==> src/adtc_pkg.sv <==
// Shared constants for the A/D timing, trigger and channel control block.
// Assumes a 20-bit byte address space and one peripheral clock.
package adtc_pkg;

   // ----------------------------------------------------------------
   // Register map
   // ----------------------------------------------------------------
   localparam int ADDR_W = 20;
   localparam int DATA_W = 16;
   localparam logic [19:0] OFS_RESULT_WORD = 20'hFFF1E;
   localparam logic [19:0] OFS_RESULT_BYTE = 20'hFFF1F;
   localparam logic [19:0] OFS_MODE = 20'hFFF30;
   localparam logic [19:0] OFS_CHANNEL = 20'hFFF31;
   localparam logic [19:0] OFS_TRIGGER = 20'hFFF42;
   localparam logic [19:0] OFS_STATUS = 20'hFFF43;

   // ----------------------------------------------------------------
   // Field positions, masks and reset values
   // ----------------------------------------------------------------
   localparam int MODE_RUN_BIT = 7;
   localparam int MODE_SCAN_BIT = 6;
   localparam int MODE_DIV_LSB = 3;
   localparam int MODE_SPEED_LSB = 1;
   localparam int MODE_CMP_EN_BIT = 0;
   localparam int TRIG_SRC_BIT = 7;
   localparam int TRIG_SEL_BIT = 0;
   localparam int CHAN_AMP_BIT = 6;
   localparam logic [7:0] CHAN_WRITE_MASK = 8'h4F;
   localparam logic [7:0] TRIG_WRITE_MASK = 8'h81;
   localparam logic [7:0] MODE_RST = 8'h00;
   localparam logic [7:0] CHAN_RST = 8'h00;
   localparam logic [7:0] TRIG_RST = 8'h00;
   localparam logic [15:0] RESULT_WORD_RST = 16'h0000;
   localparam logic [7:0] RESULT_BYTE_RST = 8'h00;
   localparam logic [5:0] RESULT_PAD = 6'h00;

   // ----------------------------------------------------------------
   // Speed modes, divider ratios, channel codes
   // ----------------------------------------------------------------
   localparam logic [1:0] SPEED_STD = 2'h0;
   localparam logic [1:0] SPEED_BOOST = 2'h1;
   localparam logic [1:0] SPEED_HS1 = 2'h2;
   localparam logic [1:0] SPEED_HS2 = 2'h3;
   localparam logic [4:0] DIV_RATIO [0:7] = '{5'h14, 5'h0A, 5'h08, 5'h06,
                                              5'h04, 5'h03, 5'h02, 5'h01};
   localparam int SAR_BITS = 10;
   localparam logic [9:0] SAR_MSB_TRIAL = 10'h200;
   localparam logic [3:0] SAMPLE_TICKS = 4'h2;
   localparam logic [1:0] LAST_SLOT = 2'h3;
   localparam logic [3:0] SCAN_MAX_BASE_PIN = 4'h6;
   localparam logic [3:0] SCAN_MAX_BASE_AMP = 4'h7;

   typedef enum logic [1:0] {ST_IDLE, ST_WAIT_TRIG, ST_CONVERT} adtc_state_e;

endpackage : adtc_pkg

==> src/adtc_clk_div.sv <==
// Conversion clock divider: one-cycle tick every N peripheral clocks.
// Assumes restart is a same-clock pulse from the controller.
module adtc_clk_div
   import adtc_pkg::*;
(
   // Clock and reset
   input wire logic ref_clk,
   input wire logic sys_rst,
   // Control
   input wire logic restart,
   input wire logic [2:0] divCode,
   // Tick out
   output logic tick
);
   typedef struct packed {
      logic [4:0] cnt;
      logic tick;
   } adtc_div_s;

   adtc_div_s divReg;
   adtc_div_s divNext;
   logic [4:0] lastCount;

   assign lastCount = DIV_RATIO[divCode] - 5'h01;

   always_comb begin
      divNext = divReg;
      if (restart) begin
         divNext.cnt = 5'h00;
         divNext.tick = 1'b0;
      end else if (divReg.cnt >= lastCount) begin
         divNext.cnt = 5'h00;
         divNext.tick = 1'b1;
      end else begin
         divNext.cnt = divReg.cnt + 5'h01;
         divNext.tick = 1'b0;
      end
   end

   always_ff @(posedge ref_clk or posedge sys_rst) begin
      if (sys_rst) begin
         divReg <= '0;
      end else begin
         divReg <= divNext;
      end
   end

   assign tick = divReg.tick;
endmodule : adtc_clk_div

==> src/adtc_sar.sv <==
// Successive approximation sequencer: sample phase, then ten trials.
// Assumes compareHigh answers the trial value within one conversion tick.
module adtc_sar
   import adtc_pkg::*;
(
   // Clock and reset
   input wire logic ref_clk,
   input wire logic sys_rst,
   // Control
   input wire logic start,
   input wire logic abort,
   input wire logic tick,
   input wire logic compareHigh,
   // Status and result
   output logic sampling,
   output logic busy,
   output logic done,
   output logic [9:0] trial,
   output logic [9:0] result
);
   typedef struct packed {
      logic busy;
      logic sampling;
      logic done;
      logic [3:0] cnt;
      logic [3:0] bitIdx;
      logic [9:0] sar;
      logic [9:0] result;
   } adtc_sar_s;

   adtc_sar_s sarReg;
   adtc_sar_s sarNext;

   always_comb begin
      sarNext = sarReg;
      sarNext.done = 1'b0;
      if (abort) begin
         sarNext.busy = 1'b0;
         sarNext.sampling = 1'b0;
      end else if (start) begin
         sarNext.busy = 1'b1;
         sarNext.sampling = 1'b1;
         sarNext.cnt = 4'h0;
      end else if (sarReg.busy && tick) begin
         if (sarReg.sampling) begin
            sarNext.cnt = sarReg.cnt + 4'h1;
            if (sarReg.cnt == SAMPLE_TICKS - 4'h1) begin
               sarNext.sampling = 1'b0;
               sarNext.sar = SAR_MSB_TRIAL;
               sarNext.bitIdx = 4'(SAR_BITS - 1);
            end
         end else begin
            sarNext.sar[sarReg.bitIdx] = compareHigh;
            if (sarReg.bitIdx == 4'h0) begin
               sarNext.busy = 1'b0;
               sarNext.done = 1'b1;
               sarNext.result = {sarReg.sar[9:1], compareHigh};
            end else begin
               sarNext.sar[sarReg.bitIdx - 4'h1] = 1'b1;
               sarNext.bitIdx = sarReg.bitIdx - 4'h1;
            end
         end
      end
   end

   always_ff @(posedge ref_clk or posedge sys_rst) begin
      if (sys_rst) begin
         sarReg <= '0;
      end else begin
         sarReg <= sarNext;
      end
   end

   assign sampling = sarReg.sampling;
   assign busy = sarReg.busy;
   assign done = sarReg.done;
   assign trial = sarReg.sar;
   assign result = sarReg.result;
endmodule : adtc_sar

==> src/adtc_ctrl.sv <==
// A/D converter control: mode, trigger, channel select and result registers.
// Assumes a same-clock analog front end and a one-cycle register port.
//
// Function
// - Divider code selects fclk divide ratio
// - Trigger bit 7 picks software or timer
// - Trigger bit 0 picks timer trigger line
// - Trigger register resets zero, bits 6-1 zero
// - Result word left-justified, low six bits zero
// - High byte upper eight, low byte two
// - Result word 16-bit read, reset zero
// - Result byte holds top eight bits
// - Results may be stale after config writes
// - Select mode picks one input or amplifier
// - Scan mode converts four consecutive slots
// - Channel register byte writable, resets zero
// - Mode bit picks select or scan
// - Run bit starts; repeats until cleared
// - Channel write during conversion restarts it
// - Completion loads both results, flags end
//
// The address-and-strobe port was decided locally.
module adtc_ctrl
   import adtc_pkg::*;
(
   // Clock and reset
   input wire logic ref_clk,
   input wire logic sys_rst,
   // Register port
   input wire logic [adtc_pkg::ADDR_W-1:0] regAddr,
   input wire logic [adtc_pkg::DATA_W-1:0] regWrData,
   input wire logic regWrite,
   input wire logic regRead,
   output logic [adtc_pkg::DATA_W-1:0] regRdData,
   // Timer triggers, same clock, one-cycle pulses
   input wire logic timerTrig0,
   input wire logic timerTrig1,
   // Reference range pin, asynchronous
   input wire logic refRangeLow,
   // Analog front end
   input wire logic compareHigh,
   output logic comparatorEnable,
   output logic sampleHold,
   output logic [9:0] trialValue,
   output logic [3:0] channelCode,
   output logic amplifierSelect,
   output logic [1:0] speedMode,
   // Events
   output logic conversionEnd
);

   // ----------------------------------------------------------------
   // State
   // ----------------------------------------------------------------
   typedef struct packed {
      logic [7:0] mode;
      logic [7:0] chan;
      logic [7:0] trig;
      logic [15:0] resWord;
      logic [7:0] resByte;
      logic [15:0] rdData;
      adtc_state_e state;
      logic [1:0] slot;
      logic rangeSync1;
      logic rangeSync2;
      logic settingErr;
      logic convEnd;
      logic [3:0] muxCode;
      logic muxAmp;
   } adtc_ctrl_s;

   adtc_ctrl_s ctlReg;
   adtc_ctrl_s ctlNext;

   logic wrMode;
   logic wrChan;
   logic wrTrig;
   logic runBit;
   logic scanMode;
   logic hwTrigMode;
   logic selTrig;
   logic prohibited;
   logic sarStart;
   logic sarAbort;
   logic divRestart;
   logic divTick;
   logic sarSampling;
   logic sarBusy;
   logic sarDone;
   logic [9:0] sarTrial;
   logic [9:0] sarResult;
   logic [4:0] slotSel;
   logic [15:0] readMux;

   // ----------------------------------------------------------------
   // Channel decode
   // ----------------------------------------------------------------
   // Returns {amplifier, pin code} for a channel register value and slot
   function automatic logic [4:0] chanForSlot(input logic [7:0] chan,
                                              input logic scan,
                                              input logic [1:0] slot);
      logic amp;
      logic [3:0] code;
      logic [4:0] sel;
      amp = chan[CHAN_AMP_BIT];
      code = chan[3:0];
      sel = {1'b0, code};
      if (!scan) begin
         sel = amp ? {1'b1, 4'h0} : {1'b0, code};
      end else if (!amp) begin
         sel = (code <= SCAN_MAX_BASE_PIN) ? {1'b0, code + {2'h0, slot}}
                                           : {1'b0, 2'h0, slot};
      end else if (code <= SCAN_MAX_BASE_AMP) begin
         sel = (slot == 2'h0) ? {1'b1, 4'h0}
                              : {1'b0, code + {2'h0, slot} - 4'h1};
      end else begin
         sel = {1'b0, 2'h0, slot};
      end
      return sel;
   endfunction : chanForSlot

   // ----------------------------------------------------------------
   // Register decode and control bits
   // ----------------------------------------------------------------
   assign wrMode = regWrite && (regAddr == OFS_MODE);
   assign wrChan = regWrite && (regAddr == OFS_CHANNEL);
   assign wrTrig = regWrite && (regAddr == OFS_TRIGGER);
   assign runBit = ctlReg.mode[MODE_RUN_BIT];
   assign scanMode = ctlReg.mode[MODE_SCAN_BIT];
   assign hwTrigMode = ctlReg.trig[TRIG_SRC_BIT];
   assign selTrig = ctlReg.trig[TRIG_SEL_BIT] ? timerTrig1 : timerTrig0;
   // barred speed modes in low range, or comparator disabled
   assign prohibited = !ctlReg.mode[MODE_CMP_EN_BIT] ||
                       (ctlReg.rangeSync2 &&
                        (speedMode == SPEED_BOOST || speedMode == SPEED_HS1));
   assign slotSel = chanForSlot(ctlReg.chan, scanMode, ctlReg.slot);

   always_comb begin
      readMux = 16'h0000;
      case (regAddr)
         OFS_RESULT_WORD: readMux = ctlReg.resWord;
         OFS_RESULT_BYTE: readMux = {8'h00, ctlReg.resByte};
         OFS_MODE: readMux = {8'h00, ctlReg.mode};
         OFS_CHANNEL: readMux = {8'h00, ctlReg.chan};
         OFS_TRIGGER: readMux = {8'h00, ctlReg.trig};
         OFS_STATUS: readMux = {12'h000, ctlReg.settingErr, sarBusy,
                                ctlReg.state == ST_WAIT_TRIG,
                                ctlReg.state == ST_CONVERT};
         default: readMux = 16'h0000;
      endcase
   end

   // ----------------------------------------------------------------
   // Next state
   // ----------------------------------------------------------------
   always_comb begin
      ctlNext = ctlReg;
      sarStart = 1'b0;
      sarAbort = 1'b0;
      divRestart = 1'b0;
      ctlNext.convEnd = 1'b0;
      ctlNext.rangeSync1 = refRangeLow;
      ctlNext.rangeSync2 = ctlReg.rangeSync1;
      ctlNext.rdData = regRead ? readMux : 16'h0000;
      ctlNext.muxCode = slotSel[3:0];
      ctlNext.muxAmp = slotSel[4];

      if (wrMode) begin
         ctlNext.mode = regWrData[7:0];
      end
      if (wrChan) begin
         ctlNext.chan = regWrData[7:0] & CHAN_WRITE_MASK;
      end
      if (wrTrig) begin
         ctlNext.trig = regWrData[7:0] & TRIG_WRITE_MASK;
      end

      case (ctlReg.state)
         ST_IDLE: begin
            ctlNext.slot = 2'h0;
            if (runBit && !prohibited) begin
               divRestart = 1'b1;
               if (hwTrigMode) begin
                  ctlNext.state = ST_WAIT_TRIG;
               end else begin
                  sarStart = 1'b1;
                  ctlNext.state = ST_CONVERT;
               end
            end
         end
         ST_WAIT_TRIG: begin
            if (selTrig) begin
               sarStart = 1'b1;
               divRestart = 1'b1;
               ctlNext.slot = 2'h0;
               ctlNext.state = ST_CONVERT;
            end
         end
         ST_CONVERT: begin
            if (sarDone) begin
               if (scanMode && ctlReg.slot != LAST_SLOT) begin
                  ctlNext.slot = ctlReg.slot + 2'h1;
                  sarStart = 1'b1;
               end else begin
                  ctlNext.convEnd = 1'b1;
                  ctlNext.slot = 2'h0;
                  if (hwTrigMode) begin
                     ctlNext.state = ST_WAIT_TRIG;
                  end else begin
                     sarStart = 1'b1;
                  end
               end
            end
         end
         default: begin
            ctlNext.state = ST_IDLE;
         end
      endcase

      if (sarDone && ctlReg.state == ST_CONVERT) begin
         ctlNext.resWord = {sarResult, RESULT_PAD};
         ctlNext.resByte = sarResult[9:2];
      end

      if (wrChan && ctlReg.state != ST_IDLE) begin
         sarAbort = 1'b1;
         sarStart = 1'b0;
         ctlNext.convEnd = 1'b0;
         ctlNext.slot = 2'h0;
         ctlNext.state = ST_IDLE;
      end

      if (!runBit) begin
         sarAbort = ctlReg.state != ST_IDLE;
         sarStart = 1'b0;
         ctlNext.state = ST_IDLE;
         ctlNext.settingErr = 1'b0;
      end else if (ctlReg.state == ST_IDLE && prohibited) begin
         ctlNext.settingErr = 1'b1;
      end
   end

   always_ff @(posedge ref_clk or posedge sys_rst) begin
      if (sys_rst) begin
         ctlReg <= '{mode: MODE_RST, chan: CHAN_RST, trig: TRIG_RST,
                     resWord: RESULT_WORD_RST, resByte: RESULT_BYTE_RST,
                     rdData: 16'h0000, state: ST_IDLE, slot: 2'h0,
                     rangeSync1: 1'b0, rangeSync2: 1'b0, settingErr: 1'b0,
                     convEnd: 1'b0, muxCode: 4'h0, muxAmp: 1'b0};
      end else begin
         ctlReg <= ctlNext;
      end
   end

   // ----------------------------------------------------------------
   // Divider and approximation sequencer
   // ----------------------------------------------------------------
   // divider code from mode register
   adtc_clk_div uDiv (
      .ref_clk(ref_clk),
      .sys_rst(sys_rst),
      .restart(divRestart),
      .divCode(ctlReg.mode[MODE_DIV_LSB +: 3]),
      .tick(divTick)
   );

   adtc_sar uSar (
      .ref_clk(ref_clk),
      .sys_rst(sys_rst),
      .start(sarStart),
      .abort(sarAbort),
      .tick(divTick),
      .compareHigh(compareHigh),
      .sampling(sarSampling),
      .busy(sarBusy),
      .done(sarDone),
      .trial(sarTrial),
      .result(sarResult)
   );

   // ----------------------------------------------------------------
   // Outputs
   // ----------------------------------------------------------------
   assign regRdData = ctlReg.rdData;
   assign comparatorEnable = ctlReg.mode[MODE_CMP_EN_BIT];
   assign sampleHold = sarSampling;
   assign trialValue = sarTrial;
   assign channelCode = ctlReg.muxCode;
   assign amplifierSelect = ctlReg.muxAmp;
   assign speedMode = ctlReg.mode[MODE_SPEED_LSB +: 2];
   assign conversionEnd = ctlReg.convEnd;
endmodule : adtc_ctrl

==> config.mk <==
export PLATFORM = sky130hd
export DESIGN_NAME = adtc_ctrl
export DESIGN_NICKNAME = d
export VERILOG_FILES = /design/src/adtc_pkg.sv /design/src/adtc_clk_div.sv /design/src/adtc_sar.sv /design/src/adtc_ctrl.sv
export SDC_FILE = /design/constraint.sdc
export NUM_CORES = 1
export LEC_CHECK = 0
export BUFFER_PORTS_ARGS = -buffer_cell sky130_fd_sc_hd__buf_2
export CORE_MARGIN = 4
export CORE_UTILIZATION = 45
export CTS_CLUSTER_DIAMETER = 80
export CTS_CLUSTER_SIZE = 20
export DETAILED_ROUTE_END_ITERATION = 8
export GPL_TIMING_DRIVEN = 0
export PLACE_DENSITY = 0.66
export SYNTH_ARGS = -nofsm -noshare
export SYNTH_HDL_FRONTEND = slang
export SYNTH_SLANG_ARGS = --single-unit
==> constraint.sdc <==
create_clock -name ref_clk -period 5.5 [get_ports ref_clk]
set_input_delay 1.1 -clock ref_clk [delete_from_list [all_inputs] [get_ports ref_clk]]
set_output_delay 1.1 -clock ref_clk [all_outputs]
set_load 0.005 [all_outputs]
## After elaboration in Yosys (flattened, before gate mapping)

Memories as Yosys holds them, arrays and structs flattened.
Cells that the tools add are included.

- Add/subtract/negate cells: 7
- Magnitude comparators: 8
- Eq/ne operators: 23
- Mux-type cells: 66
- Bitwise logic cells: 5
- Reductions and logical operators: 32

Operators with widths:

| kind | count |
|---|---|
| $eq 20x20->1 const B | 6 |
| $pmux 16 s6 | 1 |
| $mux 14 | 3 |
| $mux 5 | 7 |
| $mux 31 | 1 |
| $mux 29 | 1 |
| $mux 1 | 26 |
| $mux 24 | 1 |
| $mux 4 | 6 |
| $mux 10 | 2 |
| $mux 16 | 1 |
| $mux 2 | 8 |
| $reduce_and 5->1 | 3 |
| $logic_and 1x1->1 | 12 |
| $mux 6 | 2 |
| $ne 4x3->1 const B | 3 |
| $pmux 2 s3 | 2 |
| $bwmux 10 | 1 |
| $lt 4x5->1 const B | 2 |
| $or 10x10->10 | 1 |
| $reduce_and 3->1 | 3 |
| $demux 1 s4 | 2 |
| $ge 4x1->1 const B | 2 |
| $le 4x3->1 const B | 2 |
| 30 further kinds | 43 |

- Register bits after elaboration: 99
- Memory bits (read-only): 40
- Input port bits: 44
- Logic and storage cells: 165
- Memories: 1

Memories:

| memory | words | bits a word | rd ports | clocked after Yosys merged registers in | wr ports | line | RTL |
|---|---|---|---|---|---|---|---|
| (no name shown) | 8 | 5 | 1 | 0 | 0 | adtc_clk_div.sv:24 | `assign lastCount = DIV_RATIO[divCode] - 5'h01;` |

## Depth between registers and ports, before layout

- Depth in word-level cells: 12
- Gate-level depth with buffers: 11
- Gate-level depth less buffers: 11

## By module

A second synthesis with hierarchy kept.

- Cells, all modules: 498
- Area total of the unflattened synthesis: 5148.7 um2

Modules (own cells, without submodules):

| module | instances | cells each | area an instance (um2) | sequential area each (um2) |
|---|---|---|---|---|
| adtc_ctrl | 1 | 280 | 3001.6 | 1351.3 |
| adtc_sar | 1 | 168 | 1670.4 | 775.7 |
| adtc_clk_div | 1 | 50 | 476.7 | 150.1 |

## Worst setup path after synthesis

No wires, ideal clock.

- Path kind: input -> register
- From: input regAddr[15] in the netlist's numbering
- To: register ctlReg[12] in the netlist's numbering
- Setup time: 0.123 ns
- Arrival: 2.673 ns
- Data required time: 5.377 ns
- Setup slack: 2.704 ns
- Stages on the path: 8
- Cell sequence: nand4_1 > or4_1 > buf_2 > or3_1 > buf_6 > nand2_1 > a21oi_1 > o221a_1

- Word-level cells in the longest chain between the ends: 5
- Elaborated cells on any way between the ends: 11
- Classes of those cells: eq/ne: 6; mux: 2; reduce/logical: 3

Ends and longest elaborated chain:

| what | line | RTL |
|---|---|---|
| start: declaration | adtc_ctrl.sv:30 | `input wire logic [adtc_pkg::ADDR_W-1:0] regAddr,` |
| $eq 20x20->1 (*) | adtc_ctrl.sv:126 | `assign wrChan = regWrite && (regAddr == OFS_CHANNEL);` |
| $logic_and 1x1->1 (*) | adtc_ctrl.sv:126 |  |
| $logic_and 1x1->1 (*) | adtc_ctrl.sv:225 | `if (wrChan && ctlReg.state != ST_IDLE) begin` |
| $ne 4x4->1 (no source line), or another cell as far along | -- |  |
| $reduce_and 5->1 (no source line) / $mux 2 (equally long branches) | -- |  |
| end signal: assignment | adtc_ctrl.sv:245 | `ctlReg <= '{mode: MODE_RST, chan: CHAN_RST, trig: TRIG_RST,` |
| end signal: assignment | adtc_ctrl.sv:251 | `ctlReg <= ctlNext;` |
| end: declaration | adtc_ctrl.sv:72 | `adtc_ctrl_s ctlReg;` |

Every way passes the cells marked *; elsewhere a longest branch is shown, timed or not.
A chain may end at the register's enable or synchronous reset.

## Final worst setup path

- From: input regAddr[2] in the netlist's numbering
- To: register uSar.sarReg (netlist bit uSar.result[8])

- Word-level cells in the longest chain between the ends: 7
- Elaborated cells on any way between the ends: 10
- Classes of those cells: eq/ne: 1; mux: 4; bitwise: 2; reduce/logical: 3

Ends and longest elaborated chain:

| what | line | RTL |
|---|---|---|
| $eq 20x20->1 (*) | adtc_ctrl.sv:126 |  |
| $logic_and 1x1->1 (*) | adtc_ctrl.sv:126 |  |
| $logic_and 1x1->1 (*) | adtc_ctrl.sv:225 |  |
| $mux 1 | adtc_ctrl.sv:225 |  |
| $mux 1 | adtc_ctrl.sv:233 | `if (!runBit) begin` |
| $not 1->1 (no source line) | -- |  |
| $reduce_and 5->1 (no source line) (*) | -- |  |
| end signal: assignment | adtc_sar.sv:70 | `sarReg <= sarNext;` |
| end: declaration | adtc_sar.sv:31 | `adtc_sar_s sarReg;` |

Marks and branches as above.

==> summary.md <==
| Metric | Value |
|---|---|
| Status | `complete, no violations` |
| CTS hold repair buffers | `0` |
| HPWL after detailed placement | `8230 µm` |
| N_diodes | `0` |
| Bufs on Longest Clock Path | `2` |
| Distinct cells, synth | `57` |
| DR WL/cell | `15.2 µm` |
| Syn avg cell area | `10.1 µm²` |
| Vias in the first global route | `3836` |
| # H-tree levels | `3` |
| GRT Util Overall | `18.0%` |
| PwrDens | `231 nW/µm²` |
| Critical Path RT | `5.77 ns` |
| Slew Limit Fails | `0` |
| Worst-skew pair later-pin latency | `0.38 ns` |
| Min-delay worst type | `reg -> reg` |
| Post-Synthesis Cells | `492` |
| Final Hold Vio Count | `0` |
| TritonRoute pass-1 iters | `6` |
| Worst-path clk slew | `0.10 ns` |
| Final ANT Viol Nets | `0` |
| Chip height | `113 µm` |
| Routed WL | `11000 µm` |
| Gates resized, CTS repair | `0` |
| Post-synth EDFFs | `0` |
| Fin util | `53.0%` |
| Setup repair bufs after CTS | `0` |
| Endpoints failing setup | `0` |
| Synth Flop Type | `dfrtp_1` |
| Core Region | `10800 µm²` |
| Cell Area, Placed | `5530 µm²` |
| Worst Path Max Fanout | `10` |
| Leakage | `2.92 nW` |
| DIE WIDTH | `113 µm` |
| Rows | `38` |
| 1st-iter DRT viols | `205` |
| Largest net degree at the start of global routing | `62` |
| Nets | `639` |
| Fin crit share | `52.7%` |
| #FFs+latches synth | `91` |
| Synth warnings | `0` |
| Num CTS Buffers | `9` |
| Final Non-Filler Cells | `720` |
| Critical path arrival | `3.16 ns` |
| Port Buf Inserts | `71` |
| Share of cells above drive strength 1 | `30.0%` |
| Starting Density | `45.8%` |
| Placer's final routability congestion estimate | `0.876` |
| Net Count, Synth | `556` |
| CTS tree | `yes` |
| Worst vdd ir | `0.139 mV` |
| Cell taking the most area after synthesis | `dfrtp_1` |
| Post-synth top area share | `45.8%` |
| Worst-Margin Slew | `0.651 ns` |
| Residual DRC count | `0` |
| Cell count after placement | `704` |
| Via Count | `3832` |
| CP startpoint kind | `input port` |
| Pwr Total | `1.33 mW` |
| Min Tclk post-route | `2.90 ns` |
| Critical setup path kind | `in -> reg` |
| RSZ-0062 raised after global routing | `false` |
| Maxcap violations | `0` |
| Setup TNS Final | `0 ns` |
| Io pins | `80` |
| Clock sinks | `91` |
| CTS root buffer | `clkbuf_8` |
| Fill cells | `993` |
| Final Skew | `0.0127 ns` |
| Grt total ovfl | `0` |
| Register area share after synthesis | `45.8%` |
| Die footprint | `12800 µm²` |
| Fmax | `345 MHz` |
| Vias/cell | `5.32` |
| Area contributors post-synth | `dfrtp_1 46%, mux2_2 9.3%, buf_4 5.0%` |
| FFs w/ async S/R, synth | `100%` |
| Mapped Area | `4970 µm²` |
| Global-route wire length before repair | `18700 µm` |
| Slew Limit Headroom | `56.3%` |
| Post-route cell area | `5750 µm²` |
| Area Overhead vs Synth | `15.7%` |
| Initial antenna violation count | `0` |
| Setup crit end kind | `flop` |
[worst paths after layout]
check	startpoint	to	slack, ns	depth (start not counted)
worst min-delay path	ctlNext[7]$_DFF_PP0_	ctlReg[7]$_DFF_PP0_	0.36	0
worst max-delay path	regAddr[2]	uSar.result[8]$_DFFE_PP0P_	2.60	9
max in group asynchronous	sys_rst	uSar.trial[6]$_DFFE_PP0P_	4.17	3
worst max register to register	ctlReg[72]$_DFFE_PP0P_	uDiv.divReg[3]$_DFF_PP0_	2.76	10
min in group asynchronous	sys_rst	ctlNext[7]$_DFF_PP0_	0.72	2
worst min register to register	ctlNext[7]$_DFF_PP0_	ctlReg[7]$_DFF_PP0_	0.36	0
[power breakdown]
group	switching [mW]	internal (mW)
Sequential	0.0186	0.691
Combinational	0.0648	0.0575
Clock	0.272	0.223
[sequential cells by signal (all words and copies together), names as in the netlist, 2 cells and up]
signal	count
uDiv.divReg	5
uSar.sarReg	8
uSar.result	10
speedMode	2
regRdData	16
ctlReg	28
uSar.trial	10
channelCode	4
[worst max-delay path: stages]
cell and delay, ns:
buf_2 0.12, nor4b_1 0.41, nor3b_1 0.33, and2_1 0.17, clkbuf_1 0.28, nor3_2 0.10
nand2_1 0.11, buf_4 0.19, mux2_2 0.35
[cells in the final DEF, fill, tap and decap left out, types with 3 or more instances in the layout]
master,netlist,layout
a21o_1,6,6
a21oi_1,27,27
a222oi_1,5,5
a22oi_1,3,3
a31oi_1,3,3
and2_1,4,4
and3_1,12,12
buf_2,2,73
buf_4,33,33
clkbuf_1,18,18
clkbuf_8,0,9
dfrtp_1,91,91
ha_1,19,19
inv_1,20,19
mux2_2,41,41
mux2i_1,5,5
nand2_1,39,39
nand2b_1,9,9
nand3_1,8,8
nand3b_1,4,4
nand4_1,3,3
nor2_1,36,36
nor2b_1,8,8
nor3_1,11,11
o21ai_0,32,32
o31ai_1,4,4
or3_1,3,3
xnor2_1,3,3
xor2_1,4,4
[cell families (layout without fill, tap and decap cells)]
logic type,count (synthesis),count (layout),share of synthesized area (%)
and+or+nand+nor,152,152,15.6
AOI/OAI and AO/OA,102,102,13.6
DFF,91,91,45.8
buffers and inverters,74,162,8.28
muxes,46,46,10.3
adders and majority gates,20,20,5.19
xor gates and xnor gates,7,7,1.23
[cells in the mapped netlist (all sizes together) (4+ instances only)]
master / instances
and2: 4
o31ai: 4
nor3: 13
o21ai: 32
nand3: 9
ha: 19
mux2: 41
mux2i: 5
xor2: 4
dfrtp: 91
a222oi: 5
a21oi: 27
nor2: 36
buf: 36
and3: 12
nand2b: 9
a21o: 6
nand3b: 4
nor2b: 8
clkbuf: 18
inv: 20
nand2: 39
[metrics by stage]
| step | setup WS, ns | hold slack [ns] |
|---|---|---|
| final | 2.60 | 0.355 |
| after floorplan | 2.04 | 0.331 |
| after global placement | 1.02 | 0.335 |
| after global routing | 2.32 | 0.367 |
| after detailed placement | 2.21 | 0.335 |
| after CTS | 2.63 | 0.358 |
[layer usage]
| metal | up-vias | GRT usage, % | share of wire (%) |
|---|---|---|---|
| li1 | 1884 | - | - |
| met1 | 1838 | 23.5 | 45 |
| met2 | 93 | 29.5 | 48 |
| met3 | 17 | 4.33 | 5.6 |
| met4 | 0 | 6.57 | 1.9 |
| met5 | - | 0 | 0 |
[cell type report]
class	instances	area [µm²]	share of cell area (%)
repair buffers	72	383	6.66
multi-input cells	327	2280	39.7
inverters	20	77.6	1.35
clock inverters	7	95.1	1.65
well taps	140	175	3.05
flip-flops and latches	91	2280	39.6
clock buffers	9	124	2.15
plain buffers	54	337	5.85
Power figures use the tool's default switching activity.
